==> src/rtl/ubsd_defs.svh <==
`ifndef UBSD_DEFS_SVH
`define UBSD_DEFS_SVH
`define UBSD_IO_RTC_BASE     16'h0070
`define UBSD_IO_KBD_A        16'h0060
`define UBSD_IO_KBD_B        16'h0064
`define UBSD_IO_KBD_C        16'h0062
`define UBSD_IO_KBD_D        16'h0066
`define UBSD_IO_FDC_PRI      16'h03F0
`define UBSD_IO_FDC_SEC      16'h0370
`define UBSD_IO_DSK_PRI      16'h01F0
`define UBSD_IO_DSK_SEC      16'h0170
`define UBSD_IO_DSK1_PRI     16'h03F6
`define UBSD_IO_DSK1_SEC     16'h0376
`define UBSD_IO_DCHG_PRI     16'h03F7
`define UBSD_IO_DCHG_SEC     16'h0377
`define UBSD_IO_CFG_PAGE     16'h0C00
`define UBSD_IO_CFG_RAM      16'h0800
`define UBSD_IO_COM1         16'h03F8
`define UBSD_IO_COM2         16'h02F8
`define UBSD_IO_LPT1         16'h03BC
`define UBSD_IO_LPT2         16'h0378
`define UBSD_IO_LPT3         16'h0278
`define UBSD_IO_PORT92       16'h0092
`define UBSD_IO_FPU_CLR      16'h00F0
`define UBSD_BIOS_F_SEG      16'h000F
`define UBSD_BIOS_E_SEG      16'h000E
`define UBSD_BIOS_HI_F       16'hFFFF
`define UBSD_BIOS_HI_E       16'hFFFE
`define UBSD_BIOS_LO_F       16'hFFEF
`define UBSD_BIOS_LO_E       16'hFFEE
`define UBSD_BIOS_EXT_LO     16'hFFF8
`define UBSD_BIOS_EXT_HI     16'hFFFD
`define UBSD_P92_RST_BIT     0
`define UBSD_P92_A20_BIT     1
`define UBSD_FPU_EN_BIT      5
`endif

==> src/rtl/ubsd_pkg.sv <==
package ubsd_pkg;
  typedef enum logic [1:0] {UBSD_LPT_1, UBSD_LPT_2, UBSD_LPT_3, UBSD_LPT_OFF} ubsd_lpt_t;
  typedef enum logic [1:0] {UBSD_COM_1, UBSD_COM_2, UBSD_COM_OFF} ubsd_com_t;
  typedef enum logic {UBSD_FPU_IDLE, UBSD_FPU_IGNORE} ubsd_fpu_state_t;
endpackage

==> src/rtl/ubsd_decoder.sv <==
`include "ubsd_defs.svh"
// Summary of operation
// - Selected peripheral shown as a three-bit code on the encoded select outputs.
// - Bank select low picks decoder one, high picks decoder two.
// - Code 000 on writes 70-76h even; code 001 on 71-77h odd.
// - Code 010 for keyboard at 60h, 64h, plus 62h, 66h in wide variant.
// - Boot memory code 011 always for F segment and its high aliases.
// - E segment and aliases decode as boot memory only when enabled.
// - Extra boot region below 4 GB top decodes only when enabled.
// - Floppy 100, disk 101, disk alt 110; one primary/secondary bit.
// - Bank high: 001 at 0C00h, 010 for 0800h-08FFh.
// - Bank high: serial A 011, serial B 100, each at COM1 or COM2.
// - Bank high: printer 101 at one programmed range only.
// - Idle is 111 high; reserved codes never produced.
// - Lower byte transceiver run by active-low enable and direction.
// - Floppy change read drives inverted change input onto data bit 7.
// - Bit 7 driven only with floppy on, disk off; else transceiver follows disk.
// - Port 92h register drives alternate reset and address-20 gate.
// - Enable bit 5 and active coprocessor error raise interrupt 13.
// - Write to F0h clears interrupt 13 and holds ignore until error clears.
// - Ignore output asserted with coprocessor error inactive only in reset and for one clock after the error clears.
module ubsd_decoder
  import ubsd_pkg::*;
(
  // Clock and reset
  input  wire logic              clk_in,
  input  wire logic              rstn_in,
  // Bus cycle
  input  wire logic [31:0]       addr_in,
  input  wire logic              io_cyc_in,
  input  wire logic              mem_cyc_in,
  input  wire logic              rd_in,
  input  wire logic              wr_in,
  input  wire logic              dma_cyc_in,
  input  wire logic [7:0]        wdata_in,
  // Configuration
  input  wire logic              kbd_wide_in,
  input  wire logic              bios_lower_en_in,
  input  wire logic              bios_ext_en_in,
  input  wire logic              fdc_en_in,
  input  wire logic              disk_en_in,
  input  wire logic              fdc_disk_sec_in,
  input  wire ubsd_pkg::ubsd_com_t serial_a_map_in,
  input  wire ubsd_pkg::ubsd_com_t serial_b_map_in,
  input  wire ubsd_pkg::ubsd_lpt_t printer_map_in,
  input  wire logic              clk_div_cfg_in,
  // Pins
  input  wire logic              disk_change_in,
  input  wire logic              fpu_error_n_in,
  // Encoded selects
  output logic                   enc_select_bit2_out,
  output logic                   enc_select_bit1_out,
  output logic                   enc_select_bit0_out,
  output logic                   decoder_bank_sel_n_out,
  // Transceiver and data bit 7
  output logic                   periph_xcvr_oe_n_out,
  output logic                   periph_xcvr_dir_out,
  output logic                   sys_data_bit7_out,
  output logic                   sys_data_bit7_oe_n_out,
  // Processor side
  output logic                   alt_addr20_gate_out,
  output logic                   alt_cpu_reset_out,
  output logic                   fpu_irq_line_out,
  output logic                   cpu_int_out,
  output logic                   ignore_fpu_err_n_out,
  output logic                   sys_mgmt_irq_n_out,
  output logic                   cpu_nmi_out,
  output logic                   cpu_stop_clock_n_out
);
  import ubsd_pkg::*;

  ////////////////////////////////////////////////////////////////////////////////
  typedef struct packed {
    logic [2:0]      code;
    logic            bank;
    logic            xcvr_oe_n;
    logic            xcvr_dir;
    logic            d7;
    logic            d7_oe_n;
    logic            a20;
    logic            rst;
    logic            fpu_irq_line;
    ubsd_fpu_state_t fst;
  } ubsd_state_t;

  ubsd_state_t st_reg;
  ubsd_state_t st_next;
  logic        fpu_err_lvl;
  logic        dchg_lvl;
  logic        fpu_err_act;

  ubsd_sync u_sync_fpu_error_n (
    .clk_in    (clk_in),
    .rstn_in   (rstn_in),
    .async_in  (~fpu_error_n_in),
    .level_out (fpu_err_lvl)
  );

  ubsd_sync u_sync_dchg (
    .clk_in    (clk_in),
    .rstn_in   (rstn_in),
    .async_in  (disk_change_in),
    .level_out (dchg_lvl)
  );

  assign fpu_err_act = fpu_err_lvl;

  ////////////////////////////////////////////////////////////////////////////////
  // Address match terms.
  logic [15:0] ioa;
  logic        io_any;
  logic        hit_rtc_a;
  logic        hit_rtc_d;
  logic        hit_kbd;
  logic        hit_bios;
  logic        hit_fdc;
  logic        hit_dsk0;
  logic        hit_dsk1;
  logic        hit_cpage;
  logic        hit_cram;
  logic        hit_sera;
  logic        hit_serb;
  logic        hit_lpt;
  logic        hit_dchg;
  logic        hit_p92w;
  logic        hit_fclr;
  logic [15:0] fbase;
  logic [15:0] dbase;
  logic [15:0] d1base;
  logic [15:0] seg;

  function automatic logic com_hit(input logic [15:0] a, input ubsd_com_t m);
    logic r;
    r = 1'b0;
    if (m == UBSD_COM_1) begin
      r = ((a & 16'hFFF8) == `UBSD_IO_COM1);
    end else if (m == UBSD_COM_2) begin
      r = ((a & 16'hFFF8) == `UBSD_IO_COM2);
    end
    return r;
  endfunction

  always_comb begin
    ioa       = addr_in[15:0];
    io_any    = io_cyc_in && (rd_in || wr_in) && (addr_in[31:16] == 16'h0000);
    seg       = addr_in[31:16];
    fbase     = fdc_disk_sec_in ? `UBSD_IO_FDC_SEC : `UBSD_IO_FDC_PRI;
    dbase     = fdc_disk_sec_in ? `UBSD_IO_DSK_SEC : `UBSD_IO_DSK_PRI;
    d1base    = fdc_disk_sec_in ? `UBSD_IO_DSK1_SEC : `UBSD_IO_DSK1_PRI;
    hit_rtc_a = io_any && wr_in && ((ioa & 16'hFFF8) == `UBSD_IO_RTC_BASE) && !ioa[0];
    hit_rtc_d = io_any && ((ioa & 16'hFFF8) == `UBSD_IO_RTC_BASE) && ioa[0];
    hit_kbd   = io_any && ((ioa == `UBSD_IO_KBD_A) || (ioa == `UBSD_IO_KBD_B) ||
                (kbd_wide_in && ((ioa == `UBSD_IO_KBD_C) || (ioa == `UBSD_IO_KBD_D))));
    // F segment always, E segment gated, extension gated
    hit_bios  = mem_cyc_in && (rd_in || wr_in) &&
                ((seg == `UBSD_BIOS_F_SEG) || (seg == `UBSD_BIOS_HI_F) ||
                 (seg == `UBSD_BIOS_LO_F) ||
                 (bios_lower_en_in && ((seg == `UBSD_BIOS_E_SEG) ||
                  (seg == `UBSD_BIOS_HI_E) || (seg == `UBSD_BIOS_LO_E))) ||
                 (bios_ext_en_in && (seg >= `UBSD_BIOS_EXT_LO) &&
                  (seg <= `UBSD_BIOS_EXT_HI)));
    // floppy and disk share the primary/secondary choice
    hit_dsk1  = io_any && disk_en_in && (ioa[15:1] == d1base[15:1]);
    hit_fdc   = io_any && fdc_en_in && (ioa[15:3] == fbase[15:3]);
    hit_dsk0  = io_any && disk_en_in && (ioa[15:3] == dbase[15:3]);
    hit_cpage = io_any && (ioa == `UBSD_IO_CFG_PAGE);
    hit_cram  = io_any && ((ioa & 16'hFF00) == `UBSD_IO_CFG_RAM);
    hit_sera  = io_any && com_hit(ioa, serial_a_map_in);
    hit_serb  = io_any && com_hit(ioa, serial_b_map_in);
    // one printer range at a time
    unique case (printer_map_in)
      UBSD_LPT_1:   hit_lpt = io_any && ((ioa & 16'hFFFC) == `UBSD_IO_LPT1);
      UBSD_LPT_2:   hit_lpt = io_any && ((ioa & 16'hFFF8) == `UBSD_IO_LPT2);
      UBSD_LPT_3:   hit_lpt = io_any && ((ioa & 16'hFFF8) == `UBSD_IO_LPT3);
      UBSD_LPT_OFF: hit_lpt = 1'b0;
    endcase
    hit_dchg  = io_any && rd_in && !dma_cyc_in &&
                (ioa == (fdc_disk_sec_in ? `UBSD_IO_DCHG_SEC : `UBSD_IO_DCHG_PRI));
    hit_p92w  = io_any && wr_in && (ioa == `UBSD_IO_PORT92);
    hit_fclr  = io_any && wr_in && (ioa == `UBSD_IO_FPU_CLR);
  end

  ////////////////////////////////////////////////////////////////////////////////
  always_comb begin
    st_next = st_reg;
    // idle code 111 with bank high
    st_next.code = 3'h7;
    st_next.bank = 1'b1;
    // bank low for decoder one, high for decoder two
    if (hit_rtc_a) begin
      st_next.code = 3'h0;
      st_next.bank = 1'b0;
    end else if (hit_rtc_d) begin
      st_next.code = 3'h1;
      st_next.bank = 1'b0;
    end else if (hit_kbd) begin
      st_next.code = 3'h2;
      st_next.bank = 1'b0;
    end else if (hit_bios) begin
      st_next.code = 3'h3;
      st_next.bank = 1'b0;
    end else if (hit_dsk1) begin
      st_next.code = 3'h6;
      st_next.bank = 1'b0;
    end else if (hit_fdc) begin
      st_next.code = 3'h4;
      st_next.bank = 1'b0;
    end else if (hit_dsk0) begin
      st_next.code = 3'h5;
      st_next.bank = 1'b0;
    end else if (hit_cpage) begin
      st_next.code = 3'h1;
    end else if (hit_cram) begin
      st_next.code = 3'h2;
    end else if (hit_sera) begin
      st_next.code = 3'h3;
    end else if (hit_serb) begin
      st_next.code = 3'h4;
    end else if (hit_lpt) begin
      st_next.code = 3'h5;
    end

    // transceiver enabled for any utility bus select except a floppy-only disk change read
    st_next.xcvr_oe_n = (st_next.code == 3'h7) && st_next.bank;
    st_next.xcvr_dir  = rd_in;
    st_next.d7_oe_n   = 1'b1;
    st_next.d7        = 1'b0;
    if (hit_dchg) begin
      // bit 7 only in floppy-only mode, otherwise disk decides
      // The disk-only case needs board logic to avoid a clash on 3F7h/377h.
      // Only the disk enable is consulted here, as the board gate sits outside.
      if (fdc_en_in && !disk_en_in) begin
        st_next.d7        = ~dchg_lvl;
        st_next.d7_oe_n   = 1'b0;
        st_next.xcvr_oe_n = 1'b1;
      end else begin
        st_next.xcvr_oe_n = !disk_en_in;
      end
    end

    if (hit_p92w) begin
      st_next.rst = wdata_in[`UBSD_P92_RST_BIT];
      st_next.a20 = wdata_in[`UBSD_P92_A20_BIT];
    end

    // raise interrupt on error in enabled mode
    // clear write ends interrupt and, with error active, starts ignore
    // ignore drops on the clock after error goes inactive
    unique case (st_reg.fst)
      UBSD_FPU_IDLE: begin
        if (hit_fclr && fpu_err_act) begin
          st_next.fpu_irq_line = 1'b0;
          st_next.fst   = UBSD_FPU_IGNORE;
        end else if (hit_fclr) begin
          st_next.fpu_irq_line = 1'b0;
        end else if (clk_div_cfg_in && fpu_err_act) begin
          st_next.fpu_irq_line = 1'b1;
        end
      end
      UBSD_FPU_IGNORE: begin
        st_next.fpu_irq_line = 1'b0;
        if (!fpu_err_act) begin
          st_next.fst = UBSD_FPU_IDLE;
        end
      end
    endcase
  end

  always_ff @(posedge clk_in or negedge rstn_in) begin
    // idle select with bank high, enables off, all other fields low in reset
    if (!rstn_in) begin
      st_reg <= '{code: 3'h7, bank: 1'b1, xcvr_oe_n: 1'b1, xcvr_dir: 1'b0, d7: 1'b0,
                  d7_oe_n: 1'b1, a20: 1'b0, rst: 1'b0, fpu_irq_line: 1'b0, fst: UBSD_FPU_IDLE};
    end else begin
      st_reg <= st_next;
    end
  end

  ////////////////////////////////////////////////////////////////////////////////
  assign enc_select_bit2_out    = st_reg.code[2];
  assign enc_select_bit1_out    = st_reg.code[1];
  assign enc_select_bit0_out    = st_reg.code[0];
  assign decoder_bank_sel_n_out = st_reg.bank;
  assign periph_xcvr_oe_n_out   = st_reg.xcvr_oe_n;
  assign periph_xcvr_dir_out    = st_reg.xcvr_dir;
  assign sys_data_bit7_out      = st_reg.d7;
  assign sys_data_bit7_oe_n_out = st_reg.d7_oe_n;
  assign alt_addr20_gate_out    = st_reg.a20;
  assign alt_cpu_reset_out      = st_reg.rst;
  assign fpu_irq_line_out       = st_reg.fpu_irq_line;
  assign cpu_int_out            = st_reg.fpu_irq_line;
  // Ignore is low-active but must read low in reset, so outside the ignore state it follows reset.
  assign ignore_fpu_err_n_out   = (st_reg.fst == UBSD_FPU_IGNORE) ? 1'b0 : rstn_in;
  // Management, NMI and stop-clock belong to logic outside this block.
  assign sys_mgmt_irq_n_out     = rstn_in;
  assign cpu_nmi_out            = 1'b0;
  assign cpu_stop_clock_n_out   = rstn_in;

  ////////////////////////////////////////////////////////////////////////////////
  a_idle_on_miss: assert property (@(posedge clk_in) disable iff (!rstn_in)
    !(io_cyc_in || mem_cyc_in) |=> (st_reg.code == 3'h7) && st_reg.bank)
    else $error("select not idle on miss");
  a_no_reserved: assert property (@(posedge clk_in) disable iff (!rstn_in)
    !((st_reg.code == 3'h7 && !st_reg.bank) || (st_reg.bank && (st_reg.code == 3'h0 ||
      st_reg.code == 3'h6)))) else $error("reserved select code");
  a_bios_f_seg: assert property (@(posedge clk_in) disable iff (!rstn_in)
    mem_cyc_in && rd_in && addr_in[31:16] == 16'h000F |=>
      st_reg.code == 3'h3 && !st_reg.bank) else $error("boot F segment missed");
  a_bios_e_gate: assert property (@(posedge clk_in) disable iff (!rstn_in)
    mem_cyc_in && addr_in[31:16] == 16'h000E && !bios_lower_en_in |=>
      st_reg.code != 3'h3) else $error("E segment decoded while off");
  a_rtc_strobe: assert property (@(posedge clk_in) disable iff (!rstn_in)
    io_cyc_in && wr_in && addr_in == 32'h0000_0072 |=>
      st_reg.code == 3'h0 && !st_reg.bank) else $error("clock strobe missed");
  a_dchg_drive: assert property (@(posedge clk_in) disable iff (!rstn_in)
    !st_reg.d7_oe_n |-> st_reg.xcvr_oe_n) else $error("bit 7 with transceiver on");
  a_ign_needs_err: assert property (@(posedge clk_in) disable iff (!rstn_in)
    !ignore_fpu_err_n_out |->
      $past(fpu_err_act)) else $error("ignore without error");
  a_clr_to_ign: assert property (@(posedge clk_in) disable iff (!rstn_in)
    hit_fclr && fpu_err_act |=> !ignore_fpu_err_n_out && !fpu_irq_line_out)
    else $error("clear write did not ignore");
  a_irq_raise: assert property (@(posedge clk_in) disable iff (!rstn_in)
    clk_div_cfg_in && fpu_err_act && !hit_fclr && st_reg.fst == UBSD_FPU_IDLE |=>
      fpu_irq_line_out && cpu_int_out) else $error("interrupt 13 not raised");
  a_port92_store: assert property (@(posedge clk_in) disable iff (!rstn_in)
    hit_p92w |=> alt_addr20_gate_out == $past(wdata_in[1]) &&
      alt_cpu_reset_out == $past(wdata_in[0])) else $error("port 92h not stored");
endmodule // ubsd_decoder

==> src/rtl/ubsd_sync.sv <==
module ubsd_sync (
  // Clock and reset
  input  wire logic clk_in,
  input  wire logic rstn_in,
  // Pin level
  input  wire logic async_in,
  output logic      level_out
);
  logic [2:0] stage_reg;
  logic       level_reg;
  always_ff @(posedge clk_in or negedge rstn_in) begin
    if (!rstn_in) begin
      stage_reg <= 3'h0;
      level_reg <= 1'b0;
    end else begin
      stage_reg <= {stage_reg[1:0], async_in};
      // A change counts only when the last two stages agree.
      if (stage_reg[1] == stage_reg[2]) begin
        level_reg <= stage_reg[2];
      end
    end
  end
  assign level_out = level_reg;
endmodule // ubsd_sync

==> config.mk <==
export PLATFORM = sky130hd
export DESIGN_NAME = ubsd_decoder
export DESIGN_NICKNAME = d
export VERILOG_FILES = /design/src/rtl/ubsd_pkg.sv /design/src/rtl/ubsd_decoder.sv /design/src/rtl/ubsd_sync.sv
export VERILOG_INCLUDE_DIRS = /design/src /design/src/rtl
export SDC_FILE = /design/constraint.sdc
export NUM_CORES = 1
export LEC_CHECK = 0
export ABC_CLOCK_PERIOD_IN_PS = 1500
export BUFFER_PORTS_ARGS = -buffer_cell sky130_fd_sc_hd__buf_2
export CAP_MARGIN = 20
export CORE_MARGIN = 3
export CORE_UTILIZATION = 35
export DETAILED_ROUTE_END_ITERATION = 7
export HOLD_SLACK_MARGIN = 0.12
export PLACE_DENSITY_LB_ADDON = 0.2
export SLEW_MARGIN = 30
export SYNTH_ARGS = -nofsm -noshare
export SYNTH_HDL_FRONTEND = slang
export SYNTH_HIERARCHICAL = 1
export SYNTH_SLANG_ARGS = --single-unit
==> constraint.sdc <==
create_clock -name clk_in -period 1.5 [get_ports clk_in]
set_clock_uncertainty 0.05 [all_clocks]
set_input_delay 0.15 -clock clk_in [delete_from_list [all_inputs] [get_ports clk_in]]
set_output_delay 0.15 -clock clk_in [all_outputs]
set_load 0.02 [all_outputs]
* After elaboration in Yosys (flattened, before gate mapping) *
Cells that the tools add are included.

word-level totals
  bits in registers = 20
  input port bits = 62
  output and inout port bits = 16
  logic and storage cells = 137

cells by class
  $lt $le $gt $ge = 2
  equality and inequality tests = 33
  mux-type cells = 33
  bitwise logic cells = 3
  reduce and logical (&&, ||, !) cells = 52

operators with widths
  cell                    number
  $eq A16 B16 Y1 const B  4
  $eq A16 B7 Y1 const B   4
  $eq A13 B7 Y1 const B   4
  $logic_and A1 B1 Y1     35
  $eq A16 B4 Y1 const B   2
  $eq A16 B8 Y1 const B   2
  $mux W8                 4
  $mux W4                 6
  $eq A16 B10 Y1          1
  $eq A16 B12 Y1 const B  1
  $ge A16 B16 Y1 const B  1
  $le A16 B16 Y1 const B  1
  $logic_not A16 Y1       1
  $eq A15 B9 Y1           1
  $eq A14 B8 Y1 const B   1
  $eq A13 B4 Y1 const B   1
  $eq A13 B6 Y1           1
  $eq A13 B7 Y1           1
  $mux W1                 13
  $mux W3                 4
  $logic_or A1 B1 Y1      10
  $eq A8 B4 Y1 const B    1
  $mux W2                 4
  $eq A2 B1 Y1 const B    3
  9 further kinds         17

* Longest topological paths before layout *
Gate-level depths: netlist of the first run.

  depth after elaboration = 20
  mapped depth = 8
  depth with buffers taken out = 8

* By module *
The synthesis of the first run kept the hierarchy.

by module, submodules not included
  module        instances  cells an instance  area each (um2)  sequential area each (um2)
  ubsd_decoder  1          126                1058.5           307.8
  ubsd_sync     2          5                  111.4            100.1

* Least setup slack after synthesis of the first run *
OpenSTA, ideal clock, no wires.

  kind = input to register
  from = input port addr_in[13]
  to = register st_reg (netlist bit enc_select_bit1_out)
  library setup time = 0.100 ns
  data arrival time = 1.822 ns
  required time = 1.350 ns
  path slack = -0.472 ns
  cell stages on the path = 6
  buffers on the path = 0
  path through = or4_4 -> or4b_4 -> nor4_4 -> nor2_1 -> o31ai_2 -> a21boi_1

RTL lines
  item                    RTL line             RTL
  start: declaration      ubsd_decoder.sv:29   input wire logic [31:0] addr_in,
  end signal: assignment  ubsd_decoder.sv:272  st_reg <= '{code: 3'h7, bank: 1'b1, xcvr_oe_n: 1'b1, xcvr_dir: 1'b0, d7: 1'b0,
  end signal: assignment  ubsd_decoder.sv:275  st_reg <= st_next;
  end: declaration        ubsd_decoder.sv:86   ubsd_state_t st_reg;

==> run metrics, run 1 <==
num ports=78; Placement Rows=21; Post-Syn Area per Cell=9.42 um^2; Worst R2R End=u_sync_fpu_error_n/level_out; CP max FO=3; HP Class=in2reg; WS Path Type=in2reg; placeable core region=3440 um^2; logic gate share of total power=19.6%; Hold EP=cpu_int_out; DRT met1 WL=1.54 mm; Clock Path Buffers=2; crit path buf inv count=1; Int Pwr=1.05 mW; # nets final=311; Sw Pwr=289 uW; initial cell density of the core=37.2%; n_diodes=0; switching portion of total power=21.5%; setup slack after placement=-0.649 ns; crit path DAT=1.99 ns; Peak Freq=0.540 GHz; DRC Markers=0; Final Hold Slack=0.156 ns; RSZ-0062 raised after global routing=yes; commonest non-fill, non-tap cells in the layout=buf_2, buf_4, dfrtp_1, nor2_1, nand4_1; Final GP Congestion=0.866; violated checks=setup timing; DRT iter0 DRCs=91; Cell Chain, Critical Path=buf_6 > or4_4 > or4b_4 > or2_4 > nand3_2 > o41ai_1 > a31o_1; mapped cell area=1280 um^2; Final Hold Vio Count=0; post-DP HPWL=3.25 mm; Worst Setup Slack, final=-0.352 ns; Slowest-stage cell, CP=or4_4; total grt overflow=0; highest cell delay on the worst timing path=0.54 ns; Syn. warnings=6; R2R setup slack=0.62 ns; FFs w/ async S/R, synth=100%; Worst-Skew Late Latency=0.25 ns; Clk pin slew, worst setup/hold paths=0.07 ns; CP startpoint kind=input pin; full die area=4420 um^2; #FFs+latches synth=20; minimum clock period=1.85 ns; fin. max-slew vios=0; Detail Route met3 WL=226 um; Leakage=0.981 nW; sequential cell area fraction in the yosys report=39.6%; vias in the first global route=1,434; commonest non-fill, non-tap cell in the layout=buf_2; final setup vio count=11; Clock Power Share=38.4%; status=complete, but fails checks; Die H=66.5 um; DRT Pass-1 Iters=4; PortBufs=70; ratio of final minimum period to clock period=123%; routed via count=1,489; overall routing resource usage=18.4%; Synthesized Nets=200; Synth cell types=42; TritonCTS clock tree=built; initial antenna violation count=0; sequential share of power=41.9%; DR top layer=met4; Cells after Synth=136; total wire length=3.94 mm; Placed Cells=280; Register-to-Register Path Depth=1; max-cap violation count=0; IR drop worst, VDD=0.000478 V; post-DR vias/cell=5.10; number of synthesized flops with an enable pin=0; TritonCTS Buffers=3; CP endpoint kind=flop; min-delay src=clk_div_cfg_in; prevailing post-synth register cell=dfrtp_1; Die Width=66.5 um; Avg WL per Cell=13.5 um; Reg-to-Reg Start=u_sync_fpu_error_n/level_out; Hold Crit Depth=3; routed wl met2=2.14 mm; final core utilization=61.2%; CTS Sinks=20; Post-DRT Antenna Nets=0; Power Dens Cells=638 nW/um^2; pin count of the biggest net entering global routing=14; crit-path leading delay family=simple AND/OR/NAND/NOR gates; first-pass GRT wire length=6.30 mm; Area Growth Syn to Fin=64.4%; CP Data Required Time=1.63 ns; H-tree depth=1; Final Non-Filler Cells=292; fraction of layout cells with a size suffix above 1=55.7%; CTS Root Cell=clkbuf_8
## tightest hold or removal path, stage by stage
cell and delay [ns]:
buf_2 0.09, a21oi_1 0.06, nor2b_1 0.12
## per-layer routing
| metal | vias to the layer above | GRT usage [%] |
|---|---|---|
| li1 | 730 | - |
| met1 | 687 | 21.6 |
| met2 | 64 | 35.2 |
| met3 | 8 | 2.53 |
| met4 | 0 | 3.30 |
| met5 | - | 0 |
## Yosys cell counts, types with 2 or more instances
cell type / number / share of area, %
dfrtp_1: 14 / 27
nand3b_1: 2 / 1.2
nor4_1: 6 / 2.9
or2_2: 2 / 0.98
a21oi_1: 8 / 3.1
nand3_1: 7 / 2.7
o21ai_0: 5 / 2.0
or4_4: 2 / 1.8
nand4_1: 9 / 4.4
maj3_2: 2 / 1.8
dfstp_2: 6 / 12
nor2b_1: 8 / 3.9
inv_1: 5 / 1.5
o2111ai_1: 3 / 2.1
nor3_1: 3 / 1.2
ha_1: 2 / 2.0
buf_4: 4 / 2.3
mux2_2: 3 / 2.6
nor2_1: 11 / 3.2
xnor2_1: 4 / 2.7
nor4b_1: 2 / 1.4
nand2_1: 8 / 2.3
## power groups by stage
stage | logic, mW | clock network, mW | registers [mW]
5_1_grt | 0.288 | 0.566 | 0.564
3_3_place_gp | 0.233 | 0 | 0.572
4_1_cts | 0.259 | 0.533 | 0.563
3_5_place_dp | 0.241 | 0 | 0.573
6_report | 0.264 | 0.516 | 0.563
2_1_floorplan | 0.0804 | 0 | 0.572
## how the worst max path moves through the flow
stage	start	endpoint	slack [ns]	cells past startpoint
after floorplan	addr_in[13]	periph_xcvr_oe_n_out	-0.44	6
after global placement	addr_in[13]	enc_select_bit1_out	-0.59	7
after detailed placement	addr_in[13]	enc_select_bit1_out	-0.65	7
after CTS	addr_in[13]	periph_xcvr_oe_n_out	-0.31	7
after global routing	addr_in[13]	enc_select_bit1_out	-0.42	7
final	addr_in[13]	periph_xcvr_oe_n_out	-0.35	7
## through the flow
stage	TNS, ns	instance area [um^2]	total power [mW]
6_report	-1.96	2110	1.34
5_1_grt	-2.70	2110	1.42
4_1_cts	-1.97	2080	1.36
3_5_place_dp	-5.63	1900	0.814
3_3_place_gp	-4.88	1900	0.804
2_1_floorplan	-3.16	1290	0.653
## final cells by class
cell class	instances	area [um^2]
Sequential cell	20	508
Clock buffer	3	41.3
Tap cell	46	57.6
Multi-Input combinational cell	106	766
Fill cell	317	1340
Inverter	5	18.8
Clock inverter	1	30.0
Timing Repair Buffer	111	684
## repair_timing
action / 4_1_cts / 5_1_grt
pin swaps: 2 / 3
setup endpoints to repair: 11 / 12
gates resized for setup: 8 / 5
hold endpoints to repair: 23 / 0
buffers inserted: 1 / 0
hold buffers: 7 / 0
## cell families (layout without fill, tap and decap cells)
family,count (synthesis),after routing,share of synthesized area [%]
and+or+nand+nor,73,73,35.6
AOI/OAI and AO/OA,21,21,10.6
muxes,3,3,2.64
DFF,20,20,39.6
buffers and inverters,10,120,4.69
xor gates and xnor gates,4,4,2.73
adders and majority gates,4,4,3.71
other,1,1,0.293
(Power assumes the default switching activity.)
==> run 2, diff against run 1 <==
RECOVER_POWER = 50   (was not set)
SETUP_SLACK_MARGIN = 0.15   (was not set)
==> run 2 against run 1 <==
Effect of this change:
- the flow still finishes with violations (setup timing)
- clock-buffer cell count stayed put
- sequential power about the same
- fmax shrank 0.37%
- utilization down 0.36 points
- non-clock buffer count stayed put
- design area shrank 0.59%
- final cell count did not move
- routed wire length increased by 1.0%
- global-route usage up 0.14 points
- critical path depth unchanged
- via count fell by 1.0%
- critical path type unchanged
==> run metrics, run 2 (synthesized netlist as in run 1, its figures left out) <==
Final GP Congestion=0.866 (unchanged); n_diodes=0 (unchanged); Leakage=0.960 nW (-2.1%); full die area=4420 um^2 (unchanged); Die Width=66.5 um (unchanged); first-pass GRT wire length=6.35 mm (+0.87%); Pwr Total=1.34 mW (-0.31%); total wire length=3.98 mm (+1.0%); setup TNS=-1.95 ns (+0.00261 ns); ratio of final minimum period to clock period=124% (+0.46 points); TritonCTS Buffers=3 (unchanged); CP startpoint kind=input pin; Sw Pwr=289 uW (-0.11%); CP endpoint kind=flop; Area Growth Syn to Fin=63.4%; Final Hold Vio Count=0 (unchanged); Register-to-Register Path Depth=1 (unchanged); Worst Setup Slack, final=-0.359 ns (-0.00690 ns); final setup vio count=11 (unchanged); DRT iter0 DRCs=76 (-16%); status=complete, but fails checks; DRC Markers=0 (unchanged); CTS Sinks=20 (unchanged); Worst R2R End=u_sync_fpu_error_n/level_out; CTS Root Cell=clkbuf_8; placed cell areas=1900 um^2 (unchanged); Hold Crit Depth=3 (unchanged); placeable core region=3440 um^2 (unchanged); Peak Freq=0.538 GHz (-0.37%); TritonCTS clock tree=built; Clock Path Buffers=2 (unchanged); violated checks=setup timing; DR top layer=met4; Worst-Skew Late Latency=0.25 ns (about the same); vias in the first global route=1,444 (+0.70%); final core utilization=60.8% (-0.36 points); pin count of the biggest net entering global routing=13 (-1); fin area=2090 um^2 (-0.59%); setup slack after placement=-0.649 ns (unchanged); commonest non-fill, non-tap cells in the layout=buf_2, buf_4, dfrtp_1, nor2_1, nand4_1; Power Dens Cells=640 nW/um^2 (+0.29%); PortBufs=70 (unchanged); fin. max-slew vios=0 (unchanged); H-tree depth=1 (unchanged); crit path DAT=1.99 ns (about the same); # nets final=311 (unchanged); overall routing resource usage=18.5% (+0.14 points); RSZ-0062 raised after global routing=yes; Hold EP=cpu_int_out; WS Path Type=in2reg; R2R setup slack=0.56 ns (-0.06 ns); Int Pwr=1.05 mW (-0.36%); CP max FO=3 (unchanged); minimum clock period=1.86 ns (+0.00690 ns); initial antenna violation count=0 (unchanged); Post-DRT Antenna Nets=0 (unchanged); HP Class=in2reg; Final Hold Slack=0.163 ns (+0.00757 ns); total grt overflow=0 (unchanged); IR drop worst, VDD=0.000478 V (about the same); switching portion of total power=21.6% (+0.042 points); Die H=66.5 um (unchanged); sequential share of power=42.0% (about the same); post-DP HPWL=3.25 mm (unchanged); DRT met1 WL=1.51 mm (-2.3%); initial cell density of the core=37.2% (unchanged); CP Data Required Time=1.63 ns (about the same); logic gate share of total power=19.4% (-0.2 points); min-delay src=clk_div_cfg_in; Clk pin slew, worst setup/hold paths=0.07 ns (about the same); num ports=78 (unchanged); DRT Pass-1 Iters=4 (unchanged); routed via count=1,474 (-1.0%); Placed Cells=280 (unchanged); Placement Rows=21 (unchanged); fraction of layout cells with a size suffix above 1=52.4% (-3.3 points); Avg WL per Cell=13.6 um (+1.0%); Clock Power Share=38.6% (+0.2 points); post-DR vias/cell=5.05 (-1.0%); commonest non-fill, non-tap cell in the layout=buf_2; routed wl met2=2.17 mm (+1.4%); max-cap violation count=0 (unchanged); Final Non-Filler Cells=292 (unchanged); Reg-to-Reg Start=u_sync_fpu_error_n/level_out; Detail Route met3 WL=280 um (+24%)
run 2: cell count changes in the layout (fill, tap and decap cells not counted), sizes merged:
cell    before  now
buf        103   98
clkbuf       4    9
run 2: worst max-delay path by stage:
stage / startpoint / to / slack (ns)
global placement: addr_in[13] / enc_select_bit1_out / -0.59
floorplan: addr_in[13] / periph_xcvr_oe_n_out / -0.44
finish: addr_in[13] / periph_xcvr_oe_n_out / -0.36
detailed placement: addr_in[13] / enc_select_bit1_out / -0.65
global route: addr_in[13] / enc_select_bit1_out / -0.42
CTS: addr_in[13] / periph_xcvr_oe_n_out / -0.31
run 2: area by class of cell:
cell class,instances,area [um^2]
Fill cell,321,1350
Multi-Input combinational cell,106,763
Timing Repair Buffer,111,674
Sequential cell,20,508
Tap cell,46,57.6
Clock buffer,3,41.3
Clock inverter,1,30.0
Inverter,5,18.8
run 2: power by group through the flow:
stage,clock [mW],sequential (mW),combinational (mW)
3_3_place_gp,0,0.572,0.233
2_1_floorplan,0,0.572,0.0804
6_report,0.516,0.563,0.260
4_1_cts,0.533,0.563,0.259
3_5_place_dp,0,0.573,0.241
5_1_grt,0.566,0.564,0.285
run 2: repair_timing:
action | in CTS | in global routing
resized for setup | 8 | 4
endpoints found under the hold margin | 23 | 0
hold buffers | 7 | 0
endpoints found under the setup margin | 11 | 11
setup buffers | 1 | 0
pin swaps | 2 | 3
run 2: layer usage:
layer | up-vias | GRT usage (%)
met2 | 69 | 35.4
met3 | 2 | 2.53
li1 | 728 | -
met5 | - | 0
met1 | 675 | 21.8
met4 | 0 | 3.30
run 2: worst max-delay path: stages:
cell     delay [ns]
buf_6          0.09
or4_4          0.54
or4b_4         0.53
or2_4          0.28
nand3_2        0.07
o41ai_1        0.09
a31o_1         0.23
